File: src/rtl/dipc_defines.svh
// Constants for the digital input channel: register offsets, fields, timing.
// Assumes inclusion by bare name from the package and design files.
`ifndef DIPC_DEFINES_SVH
`define DIPC_DEFINES_SVH

// ===========================================================================
// Register byte offsets
`define DIPC_CTRL_ADDR 8'h00
`define DIPC_FACTOR_ADDR 8'h04
`define DIPC_PRESET_ADDR 8'h08
`define DIPC_COUNT_ADDR 8'h0c
`define DIPC_QTY_ADDR 8'h10
`define DIPC_RMEAN_ADDR 8'h14
`define DIPC_RMAX_ADDR 8'h18
`define DIPC_RMIN_ADDR 8'h1c
`define DIPC_DELAY_ADDR 8'h20
`define DIPC_ALARMS_ADDR 8'h24
`define DIPC_ONTOT_ADDR 8'h28
`define DIPC_ONIVL_ADDR 8'h2c
`define DIPC_STATUS_ADDR 8'h30
`define DIPC_SMPDIV_ADDR 8'h34
`define DIPC_ONSCALE_ADDR 8'h38
`define DIPC_EVENT_ADDR 8'h3c

// ===========================================================================
// Control register fields
`define DIPC_CTRL_MODE_LSB 0
`define DIPC_CTRL_UNITMODE 2
`define DIPC_CTRL_MIDNIGHT 3
`define DIPC_CTRL_LOGEACH 4
`define DIPC_CTRL_ACTHIGH 5
`define DIPC_CTRL_DIRECTOUT 6
`define DIPC_CTRL_STATEREC 7
`define DIPC_CTRL_DAYCLR 8

// ===========================================================================
// Reset values and widths
`define DIPC_CTRL_RST 32'h0000_0020
`define DIPC_FACTOR_RST 32'h0000_0001
`define DIPC_SMPDIV_RST 32'h0000_0001
`define DIPC_ONSCALE_RST 32'h0000_0001
`define DIPC_RMIN_RST 32'hffff_ffff
`define DIPC_EVQ_DEPTH 8
`define DIPC_EVQ_AW 3
`define DIPC_EVQ_AW_W 4
`define DIPC_HOURS_PER_IVL_MULT 32'h0000_0001

`endif

File: src/rtl/dipc_pkg.sv
// Types shared by the digital input channel modules.
// Assumes dipc_defines.svh is on the include path.
`include "dipc_defines.svh"

package dipc_pkg;

  // =========================================================================
  // Channel operating modes.
  typedef enum logic [1:0] {
    DIPC_PULSE,
    DIPC_ALARM,
    DIPC_STATE
  } dipc_mode_type;

  // Alarm sequencer states.
  typedef enum logic [1:0] {
    DIPC_NORMAL,
    DIPC_PREALARM,
    DIPC_ALARMED
  } dipc_alarm_type;

  // Event record kinds written into the event queue.
  typedef enum logic [1:0] {
    DIPC_EV_COUNT,
    DIPC_EV_RISE,
    DIPC_EV_FALL,
    DIPC_EV_ALARM
  } dipc_event_type;

endpackage : dipc_pkg

File: src/rtl/dipc_evq_if.sv
// Interface carrying event records from the channel core to its queue.
// Assumes one clock domain shared by both modports.
`timescale 1ns/1ns

interface dipc_evq_if;
  logic wrValid;
  logic [31:0] wrData;
  logic rdPop;
  logic [31:0] rdData;
  logic rdValid;
  modport core (output wrValid, output wrData, output rdPop,
                input rdData, input rdValid);
  modport queue (input wrValid, input wrData, input rdPop,
                 output rdData, output rdValid);
endinterface : dipc_evq_if

File: src/rtl/dipc_event_mem.sv
// Small event memory: timestamped records, oldest dropped when full.
// Assumes the core pops only while rdValid is high.
`timescale 1ns/1ns
`include "dipc_defines.svh"

module dipc_event_mem (
  // Clock and reset.
  input wire logic ref_clk,
  input wire logic arst_n,
  // Core side.
  dipc_evq_if.queue evq
);
  import dipc_pkg::*;

  typedef struct packed {
    logic [`DIPC_EVQ_AW-1:0] wrPtr;
    logic [`DIPC_EVQ_AW-1:0] rdPtr;
    logic [`DIPC_EVQ_AW_W-1:0] fill;
    logic [31:0] rdData;
  } dipc_evq_state_type;

  dipc_evq_state_type st_reg, st_next;
  logic [31:0] mem [`DIPC_EVQ_DEPTH];
  logic full;

  // =========================================================================
  // Storage write; overwrite keeps the newest records when full.
  always_ff @(posedge ref_clk) begin
    if (evq.wrValid) begin
      mem[st_reg.wrPtr] <= evq.wrData;
    end
  end

  // Pointer update; a full queue drops its oldest record.
  always_comb begin
    st_next = st_reg;
    full = (st_reg.fill == `DIPC_EVQ_AW_W'(`DIPC_EVQ_DEPTH));
    if (evq.rdPop && st_reg.fill != '0) begin
      st_next.rdPtr = st_reg.rdPtr + 1'b1;
      st_next.fill = st_reg.fill - 1'b1;
    end
    if (evq.wrValid) begin
      st_next.wrPtr = st_reg.wrPtr + 1'b1;
      if (full && !evq.rdPop) begin
        st_next.rdPtr = st_reg.rdPtr + 1'b1;
      end else begin
        st_next.fill = st_next.fill + 1'b1;
      end
    end
    st_next.rdData = mem[st_next.rdPtr];
    // A record written this cycle is not in the array yet; forward it.
    if (evq.wrValid && st_next.rdPtr == st_reg.wrPtr) begin
      st_next.rdData = evq.wrData;
    end
  end

  // State register.
  always_ff @(posedge ref_clk or negedge arst_n) begin
    if (!arst_n) begin
      st_reg <= '0;
    end else begin
      st_reg <= st_next;
    end
  end

  assign evq.rdData = st_reg.rdData;
  assign evq.rdValid = (st_reg.fill != '0);

endmodule : dipc_event_mem

File: src/rtl/dipc_in_sync.sv
// Input conditioner: two-stage synchroniser, polarity and edge pulses.
// Assumes the pin is asynchronous to ref_clk.
`timescale 1ns/1ns

module dipc_in_sync (
  // Clock and reset.
  input wire logic ref_clk,
  input wire logic arst_n,
  // Pin and polarity.
  input wire logic pinIn,
  input wire logic activeHigh,
  // Conditioned outputs.
  output logic active,
  output logic actRise,
  output logic actFall
);
  typedef struct packed {
    logic s1;
    logic s2;
    logic s3;
    logic v1;
    logic v2;
    logic v3;
  } dipc_sync_type;

  dipc_sync_type st_reg, st_next;

  // Shift chain; only s2 and s3 feed logic, s1 feeds s2 alone.
  always_comb begin
    st_next.s1 = pinIn;
    st_next.s2 = st_reg.s1;
    st_next.s3 = st_reg.s2;
    // Marks which stages already hold a real pin sample since reset.
    st_next.v1 = 1'b1;
    st_next.v2 = st_reg.v1;
    st_next.v3 = st_reg.v2;
  end

  always_ff @(posedge ref_clk or negedge arst_n) begin
    if (!arst_n) begin
      st_reg <= '0;
    end else begin
      st_reg <= st_next;
    end
  end

  // Pull-up sensors pull low, so low-active is just an inverted level.
  assign active = activeHigh ? st_reg.s2 : !st_reg.s2;
  // Reset zeroes disagree with a pin idling high, so no edge until primed.
  assign actRise = st_reg.v3 && (st_reg.s2 != st_reg.s3)
                   && active;
  assign actFall = st_reg.v3 && (st_reg.s2 != st_reg.s3)
                   && !active;

endmodule : dipc_in_sync

File: src/rtl/dipc_channel.sv
// Digital input channel: pulse counter, alarm trigger and on-time meter.
// Assumes AXI4-Lite master on ref_clk and timebase ticks from the logger.
//
// The implementer's own choices: register access over AXI4-Lite and the register offsets.
`timescale 1ns/1ns
`include "dipc_defines.svh"

module dipc_channel (
  // Clock and reset.
  input wire logic ref_clk,
  input wire logic arst_n,
  // Sensor pin.
  input wire logic pinIn,
  // Timebase ticks from the logger, one cycle each, on ref_clk.
  input wire logic sampleTick,
  input wire logic logTick,
  input wire logic midnightTick,
  input wire logic dayTimeTick,
  input wire logic secondTick,
  input wire logic hourTick,
  input wire logic [31:0] timeStamp,
  // Actions towards the logger.
  output logic alarmIntervals,
  output logic measureAll,
  output logic startOutput,
  output logic inputState,
  output logic logStrobe,
  // AXI4-Lite slave.
  input wire logic [7:0] s_axi_awaddr,
  input wire logic s_axi_awvalid,
  output logic s_axi_awready,
  input wire logic [31:0] s_axi_wdata,
  input wire logic [3:0] s_axi_wstrb,
  input wire logic s_axi_wvalid,
  output logic s_axi_wready,
  output logic [1:0] s_axi_bresp,
  output logic s_axi_bvalid,
  input wire logic s_axi_bready,
  input wire logic [7:0] s_axi_araddr,
  input wire logic s_axi_arvalid,
  output logic s_axi_arready,
  output logic [31:0] s_axi_rdata,
  output logic [1:0] s_axi_rresp,
  output logic s_axi_rvalid,
  input wire logic s_axi_rready
);
  import dipc_pkg::*;

  typedef struct packed {
    logic [31:0] ctrl, factor, preset, count, pubCount, qty, ivlStart;
    logic [31:0] rMean, rMax, rMin, delay, delayCnt, alarms;
    logic [31:0] onTot, onIvl, onSec, smpDiv, smpCnt, onScale, pulseAcc;
    logic [31:0] hoursAcc, ivlHours;
    dipc_alarm_type alm;
    logic [7:0] awAddr;
    logic [31:0] wData;
    logic [3:0] wStrb;
    logic awHave, wHave, bValid, rValid, measure, startOut, logPulse;
    logic [31:0] rData;
    logic [1:0] rResp, bResp;
  } dipc_state_type;

  dipc_state_type st_reg, st_next;
  dipc_evq_if evq();
  logic active, actRise, actFall;
  logic [31:0] wrMerged;
  dipc_mode_type mode;
  logic evValid;
  logic [31:0] evData;

  // Apply byte strobes to an old register value.
  function automatic logic [31:0] merge(input logic [31:0] old,
      input logic [31:0] data, input logic [3:0] strb);
    logic [31:0] res;
    res = old;
    for (int i = 0; i < 4; i++) begin
      if (strb[i]) begin
        res[i*8 +: 8] = data[i*8 +: 8];
      end
    end
    return res;
  endfunction : merge

  // Decide whether an address names a mapped register.
  function automatic logic mapped(input logic [7:0] a);
    return (a[1:0] == 2'b00) && (a <= `DIPC_EVENT_ADDR);
  endfunction : mapped

  // =========================================================================
  // Submodules
  dipc_in_sync u_sync (
    .ref_clk(ref_clk),
    .arst_n(arst_n),
    .pinIn(pinIn),
    .activeHigh(st_reg.ctrl[`DIPC_CTRL_ACTHIGH]),
    .active(active),
    .actRise(actRise),
    .actFall(actFall)
  );

  dipc_event_mem u_evq (
    .ref_clk(ref_clk),
    .arst_n(arst_n),
    .evq(evq)
  );

  assign mode = dipc_mode_type'(st_reg.ctrl[`DIPC_CTRL_MODE_LSB +: 2]);

  // =========================================================================
  // Next-state logic: counting, alarm sequence, on-time and bus.
  always_comb begin
    st_next = st_reg;
    st_next.measure = 1'b0;
    st_next.startOut = 1'b0;
    st_next.logPulse = 1'b0;
    evValid = 1'b0;
    evData = '0;
    wrMerged = merge('0, st_reg.wData, st_reg.wStrb);

    // Pulse counter; edges counted immediately, not at sample ticks.
    if (mode == DIPC_PULSE && actRise) begin
      if (st_reg.ctrl[`DIPC_CTRL_UNITMODE]) begin
        if (st_reg.pulseAcc + 1 >= st_reg.factor) begin
          st_next.pulseAcc = '0;
          st_next.count = st_reg.count + 1;
          evValid = st_reg.ctrl[`DIPC_CTRL_LOGEACH];
        end else begin
          st_next.pulseAcc = st_reg.pulseAcc + 1;
        end
      end else begin
        st_next.count = st_reg.count + st_reg.factor;
        evValid = st_reg.ctrl[`DIPC_CTRL_LOGEACH];
      end
      evData = {DIPC_EV_COUNT, timeStamp[29:0]};
    end
    // Midnight clear keeps the interval baseline consistent.
    if (mode == DIPC_PULSE && midnightTick
        && st_reg.ctrl[`DIPC_CTRL_MIDNIGHT]) begin
      st_next.count = st_next.count - st_reg.count; // Keeps a same-cycle pulse.
      st_next.pubCount = '0;
      st_next.ivlStart = st_reg.ivlStart - st_reg.count;
    end
    // Sample divider gates publication of the running count.
    if (sampleTick) begin
      if (st_reg.smpCnt + 1 >= st_reg.smpDiv) begin
        st_next.smpCnt = '0;
        st_next.pubCount = st_next.count;
      end else begin
        st_next.smpCnt = st_reg.smpCnt + 1;
      end
    end

    // Alarm sequencer.
    case (st_reg.alm)
      DIPC_NORMAL: begin
        if (mode == DIPC_ALARM && active) begin
          st_next.alm = DIPC_PREALARM;
          st_next.delayCnt = '0;
        end
      end
      DIPC_PREALARM: begin
        if (!active || mode != DIPC_ALARM) begin
          st_next.alm = DIPC_NORMAL;
        end else if (st_reg.delayCnt + 1 >= st_reg.delay) begin
          st_next.alm = DIPC_ALARMED;
          st_next.alarms = st_reg.alarms + 1;
          st_next.measure = 1'b1;
          evValid = 1'b1;
          evData = {DIPC_EV_ALARM, timeStamp[29:0]};
        end else begin
          st_next.delayCnt = st_reg.delayCnt + 1;
        end
      end
      DIPC_ALARMED: begin
        if (!active || mode != DIPC_ALARM) begin
          st_next.alm = DIPC_NORMAL;
          evValid = 1'b1;
          evData = {DIPC_EV_FALL, timeStamp[29:0]};
        end
      end
      default: st_next.alm = DIPC_NORMAL;
    endcase
    // Direct output on both edges of the alarm input.
    if (mode == DIPC_ALARM && st_reg.ctrl[`DIPC_CTRL_DIRECTOUT]
        && (actRise || actFall)) begin
      st_next.startOut = 1'b1;
    end

    // State input: log transitions and accumulate on-time.
    if (mode == DIPC_STATE && (actRise || actFall)) begin
      evValid = 1'b1;
      evData = {actRise ? DIPC_EV_RISE : DIPC_EV_FALL, timeStamp[29:0]};
    end
    if (mode == DIPC_STATE && active && secondTick) begin
      st_next.onSec = st_reg.onSec + 1;
      st_next.onIvl = st_reg.onIvl + 1;
    end
    if (mode == DIPC_STATE && active && hourTick) begin
      st_next.hoursAcc = st_reg.hoursAcc + 1;
    end
    if (dayTimeTick && st_reg.ctrl[`DIPC_CTRL_DAYCLR]) begin
      st_next.hoursAcc = '0;
    end

    // Log interval: quantity, rates, on-time snapshots.
    if (logTick) begin
      st_next.logPulse = 1'b1;
      st_next.qty = st_next.count - st_reg.ivlStart;
      st_next.ivlStart = st_next.count;
      st_next.rMean = (st_next.count - st_reg.preset)
                      * `DIPC_HOURS_PER_IVL_MULT;
      if (st_next.qty > st_reg.rMax) begin
        st_next.rMax = st_next.qty;
      end
      if (st_next.qty < st_reg.rMin) begin
        st_next.rMin = st_next.qty;
      end
      st_next.onTot = st_next.hoursAcc;
      st_next.ivlHours = st_reg.onIvl / st_reg.onScale;
      st_next.onIvl = '0;
    end

    // AXI write: address and data captured in either order.
    if (s_axi_awvalid && !st_reg.awHave) begin
      st_next.awHave = 1'b1;
      st_next.awAddr = s_axi_awaddr;
    end
    if (s_axi_wvalid && !st_reg.wHave) begin
      st_next.wHave = 1'b1;
      st_next.wData = s_axi_wdata;
      st_next.wStrb = s_axi_wstrb;
    end
    if (st_reg.awHave && st_reg.wHave && !st_reg.bValid) begin
      st_next.awHave = 1'b0;
      st_next.wHave = 1'b0;
      st_next.bValid = 1'b1;
      st_next.bResp = mapped(st_reg.awAddr) ? 2'b00 : 2'b10;
      wrMerged = merge('0, st_reg.wData, st_reg.wStrb);
      if (st_reg.awAddr == `DIPC_CTRL_ADDR) begin
        st_next.ctrl = merge(st_reg.ctrl, st_reg.wData, st_reg.wStrb);
      end else if (st_reg.awAddr == `DIPC_FACTOR_ADDR) begin
        st_next.factor = merge(st_reg.factor, st_reg.wData, st_reg.wStrb);
      end else if (st_reg.awAddr == `DIPC_PRESET_ADDR) begin
        st_next.preset = wrMerged;
        st_next.count = wrMerged;
        st_next.pubCount = wrMerged;
        st_next.ivlStart = wrMerged;
      end else if (st_reg.awAddr == `DIPC_DELAY_ADDR) begin
        st_next.delay = wrMerged;
      end else if (st_reg.awAddr == `DIPC_ALARMS_ADDR) begin
        st_next.alarms = wrMerged;
      end else if (st_reg.awAddr == `DIPC_ONTOT_ADDR) begin
        st_next.hoursAcc = wrMerged;
        st_next.onTot = wrMerged;
      end else if (st_reg.awAddr == `DIPC_SMPDIV_ADDR) begin
        st_next.smpDiv = wrMerged;
      end else if (st_reg.awAddr == `DIPC_ONSCALE_ADDR) begin
        st_next.onScale = (wrMerged == '0) ? `DIPC_ONSCALE_RST : wrMerged;
      end
    end
    if (st_reg.bValid && s_axi_bready) begin
      st_next.bValid = 1'b0;
    end

    // AXI read: one-cycle registered answer.
    evq.rdPop = 1'b0;
    if (s_axi_arvalid && !st_reg.rValid) begin
      st_next.rValid = 1'b1;
      st_next.rResp = mapped(s_axi_araddr) ? 2'b00 : 2'b10;
      st_next.rData = '0;
      if (s_axi_araddr == `DIPC_CTRL_ADDR) begin
        st_next.rData = st_reg.ctrl;
      end else if (s_axi_araddr == `DIPC_FACTOR_ADDR) begin
        st_next.rData = st_reg.factor;
      end else if (s_axi_araddr == `DIPC_PRESET_ADDR) begin
        st_next.rData = st_reg.count;
      end else if (s_axi_araddr == `DIPC_COUNT_ADDR) begin
        st_next.rData = st_reg.pubCount;
      end else if (s_axi_araddr == `DIPC_QTY_ADDR) begin
        st_next.rData = st_reg.qty;
      end else if (s_axi_araddr == `DIPC_RMEAN_ADDR) begin
        st_next.rData = st_reg.rMean;
      end else if (s_axi_araddr == `DIPC_RMAX_ADDR) begin
        st_next.rData = st_reg.rMax;
      end else if (s_axi_araddr == `DIPC_RMIN_ADDR) begin
        st_next.rData = st_reg.rMin;
      end else if (s_axi_araddr == `DIPC_DELAY_ADDR) begin
        st_next.rData = st_reg.delay;
      end else if (s_axi_araddr == `DIPC_ALARMS_ADDR) begin
        st_next.rData = st_reg.alarms;
      end else if (s_axi_araddr == `DIPC_ONTOT_ADDR) begin
        st_next.rData = st_reg.onTot;
      end else if (s_axi_araddr == `DIPC_ONIVL_ADDR) begin
        st_next.rData = st_reg.ivlHours;
      end else if (s_axi_araddr == `DIPC_STATUS_ADDR) begin
        st_next.rData = {27'h0, evq.rdValid, st_reg.alm, active, 1'b0};
      end else if (s_axi_araddr == `DIPC_SMPDIV_ADDR) begin
        st_next.rData = st_reg.smpDiv;
      end else if (s_axi_araddr == `DIPC_ONSCALE_ADDR) begin
        st_next.rData = st_reg.onScale;
      end else if (s_axi_araddr == `DIPC_EVENT_ADDR) begin
        st_next.rData = evq.rdData;
        evq.rdPop = evq.rdValid; // Reading the event word consumes it.
      end
    end
    if (st_reg.rValid && s_axi_rready) begin
      st_next.rValid = 1'b0;
    end
  end

  assign evq.wrValid = evValid;
  assign evq.wrData = evData;

  // =========================================================================
  // State register.
  always_ff @(posedge ref_clk or negedge arst_n) begin
    if (!arst_n) begin
      st_reg <= '0;
      st_reg.ctrl <= `DIPC_CTRL_RST;
      st_reg.factor <= `DIPC_FACTOR_RST;
      st_reg.smpDiv <= `DIPC_SMPDIV_RST;
      st_reg.onScale <= `DIPC_ONSCALE_RST;
      st_reg.rMin <= `DIPC_RMIN_RST;
      st_reg.alm <= DIPC_NORMAL;
    end else begin
      st_reg <= st_next;
    end
  end

  // =========================================================================
  // Outputs.
  assign alarmIntervals = (st_reg.alm == DIPC_ALARMED);
  assign measureAll = st_reg.measure;
  assign startOutput = st_reg.startOut;
  assign inputState = active;
  assign logStrobe = st_reg.logPulse;
  assign s_axi_awready = !st_reg.awHave;
  assign s_axi_wready = !st_reg.wHave;
  assign s_axi_bvalid = st_reg.bValid;
  assign s_axi_bresp = st_reg.bResp;
  assign s_axi_arready = !st_reg.rValid;
  assign s_axi_rvalid = st_reg.rValid;
  assign s_axi_rdata = st_reg.rData;
  assign s_axi_rresp = st_reg.rResp;

endmodule : dipc_channel

File: config.mk
export PLATFORM = sky130hd
export DESIGN_NAME = dipc_channel
export DESIGN_NICKNAME = d
export VERILOG_FILES = /design/src/rtl/dipc_pkg.sv /design/src/rtl/dipc_evq_if.sv /design/src/rtl/dipc_event_mem.sv /design/src/rtl/dipc_in_sync.sv /design/src/rtl/dipc_channel.sv
export VERILOG_INCLUDE_DIRS = /design/src /design/src/rtl
export SDC_FILE = /design/constraint.sdc
export NUM_CORES = 2
export LEC_CHECK = 0
export BUFFER_PORTS_ARGS = -buffer_cell sky130_fd_sc_hd__buf_2
export CAP_MARGIN = 40
export CORE_UTILIZATION = 35
export DETAILED_ROUTE_END_ITERATION = 8
export REMOVE_ABC_BUFFERS = 1
export SLEW_MARGIN = 10
export SYNTH_ARGS = -nofsm -noshare
export SYNTH_HDL_FRONTEND = slang
export SYNTH_HIERARCHICAL = 1
export SYNTH_SLANG_ARGS = --single-unit
File: constraint.sdc
create_clock -name ref_clk -period 95.9 [get_ports ref_clk]
set_input_delay 9.59 -clock ref_clk [delete_from_list [all_inputs] [get_ports ref_clk]]
set_output_delay 9.59 -clock ref_clk [all_outputs]
set_load 0.05 [all_outputs]
==> flow_metrics.py <==
metrics = {
    "global_routing": {
        "grt_max_degree": 165,
        "grt_pass1_vias": 78600,
        "grt_usage": 0.246,
        "antenna_found_initial": 35,
        "grt_overflow": 0,
        "grt_pass1_wl_um": 488000,
    },
    "timing": {
        "max_clock_freq_mhz": 11.1,
        "period_needed_ns": 90.29,
        "setup_viol": 0,
        "hold_viol": 0,
        "fin_setup_tns_ns": 0,
        "max_slew_margin": 0.248,
        "fin_crit_sh": 0.941,
        "skew_ns": 0.109,
        "hold_slack_ns": 0.292,
        "finalMaxSlewViolations": 0,
        "rsz0062_at_grt": "false",
        "tightest_slew_ns": 1.13,
    },
    "drt": {
        "num_vias": 82000,
        "vias_per_cell": 5.94,
        "drt_iter0_drc": 7502,
        "first_pass_iters": 7,
        "antenna_left": 0,
        "wl_um": 325000,
        "drc": 0,
        "avgRoutedWirePerCell_um": 23.6,
    },
    "synthesis": {
        "avgSynthCellArea_um2": 8.60,
        "synthFlopType": "dfrtp_1",
        "yosysSeqAreaShare": 0.312,
        "ys_top_cells_by_area": "dfrtp_1 22%, ha_1 12%, edfxtp_1 8.6%",
        "yosys.area.top_type": "dfrtp_1",
        "yosysWarnings": 6,
        "synth.distinct_cells": 120,
        "synthesis.area_um2": 89400,
        "ys_seq_elements": 1063,
        "synth_top_area_frac": 0.216,
        "synth_edf_count": 256,
        "synthCells": 10400,
        "synthArstFlopShare": 0.759,
    },
    "final_layout": {
        "drive_gt1_frac": 0.107,
        "nNetsFinal": 11300,
        "final_cell_mix": "917 x nand2_1, 858 x ha_1, 798 x nor2_1, 771 x o21ai_0, 769 x dfrtp_1",
        "layout.cells.most_common": "nand2_1",
        "area.growth.synth_to_final_pct": 10.1,
        "largest_register_ffs": 718,
        "finish.instance_area_um2": 98400,
    },
    "clock_tree": {
        "cts_setup_buffers": 0,
        "clk_pin_slew_ns": 0.07,
        "insertion_delay_ns": 0.82,
        "htree_levels": 3,
        "cts_buffers": 117,
        "cts_sinks": 1063,
        "cts_tree": "done",
        "cts-root-buf": "clkbuf_16",
        "clockBufferDepth": 3,
    },
    "setup_path": {
        "critPathLaunchType": "flop",
        "cp.arrival_ns": 90.87,
        "worstSetupPathType": "reg -> reg",
        "cpMostUsedCell": "ha_1",
        "slowest_delay_ns": 0.68,
        "worst_path_max_delay_cell": "a21boi_0",
        "critPathMaxFanout": 38,
        "reg2reg_depth": 328,
        "cp-end-kind": "flop",
        "worst_ep_required_time_ns": 96.49,
    },
    "placed_design": {
        "gp_congestion": 0.952,
        "post_dp_cell_area_um2": 94000,
        "hpwl_um": 246000,
        "portBuffers": 139,
    },
    "die": {
        "core-area_um2": 254000,
        "io_pins": 144,
        "die_h_um": 507,
        "dieArea_um2": 257000,
        "row_count": 185,
        "die_x_um": 507,
        "start_util": 0.352,
    },
    "status": {
        "outcome": "complete, no violations",
    },
    "hold_path": {
        "min_path_cells": 0,
        "hold_path_class": "reg -> reg",
    },
    "run": {
        "drv_cap": 0,
    },
}
## critical path: cells and delay by family, from the launching register on
| family | cells | cell delay [ns] |
|---|---|---|
| flip-flops | 1 | 0.59 |
| buffers and inverters | 25 | 5.15 |
| AO/OA/AOI/OAI | 186 | 53.30 |
| multiplexers | 9 | 2.92 |
| AND/OR/NAND/NOR | 77 | 18.27 |
| adder cells (fa/ha/maj) | 31 | 9.58 |
## area by class of cell
type / count / area (um2)
Clock inverter: 70 / 1020
Tap cell: 3366 / 4210
Inverter: 505 / 1900
Sequential cell: 1063 / 27900
Clock buffer: 150 / 3290
Multi-Input combinational cell: 8291 / 57500
Timing Repair Buffer: 346 / 2570
Antenna cell: 13 / 32.5
Fill cell: 25300 / 155000
## cell usage after synthesis (all sizes together), types with 283 or more instances
cell,n
clkbuf,395
a21oi,686
o21ai,793
xnor2,338
nand2,921
inv,505
ha,858
nand3,283
dfrtp,771
nor3,346
mux2,297
nor2,827
## worst paths after layout
check                                       start  slack [ns]                end
worst max-delay path                  st_reg[212]        5.61         st_reg[89]
worst min-delay path            u_sync/st_next[4]        0.29  u_sync/st_next[3]
worst max register to register        st_reg[212]        5.61         st_reg[89]
worst min register to register  u_sync/st_next[4]        0.29  u_sync/st_next[3]
max in group asynchronous                  arst_n       84.66   u_evq/st_reg[36]
min in group asynchronous                  arst_n        8.81         st_reg[53]
## routing by layer
metal / routed length (um) / global-route usage / vias to the layer above
met1: 140000 / 0.323 / 40300
met3: 25400 / 0.0466 / 631
met4: 13800 / 0.0988 / 12
met5: 75 / 0 / -
met2: 146000 / 0.395 / 3041
li1: - / - / 38100
## timing repair
item	4_1_cts	5_1_grt
endpoints found under the hold margin	0	0
gates resized for setup	0	6
hold buffers	0	0
setup endpoints to repair	0	1
## cells by family (layout without fill, tap and decap cells)
group           Yosys count  in the layout  synth area share
xor+xnor                592            592            0.0587
fa+ha+maj               863            863             0.121
flops                  1063           1063             0.312
simple gates           3244           3244             0.172
buf+inv                1045           1071            0.0483
mux                     476            476            0.0575
compound gates         3113           3113             0.229
other cells               2             16         0.0000840
## per-stage QoR
step,setup slack (ns),utilization,cells
2_1_floorplan,16.35,-,9859
3_3_place_gp,6.21,0.369,13500
3_5_place_dp,5.98,0.370,13600
4_1_cts,5.48,0.387,13800
5_1_grt,0.0751,0.388,13800
6_report,5.61,0.388,13800
Power is left out: the tool's default activity adds up to more than one toggle a clock period on the data nets, which glitch-free logic cannot reach.
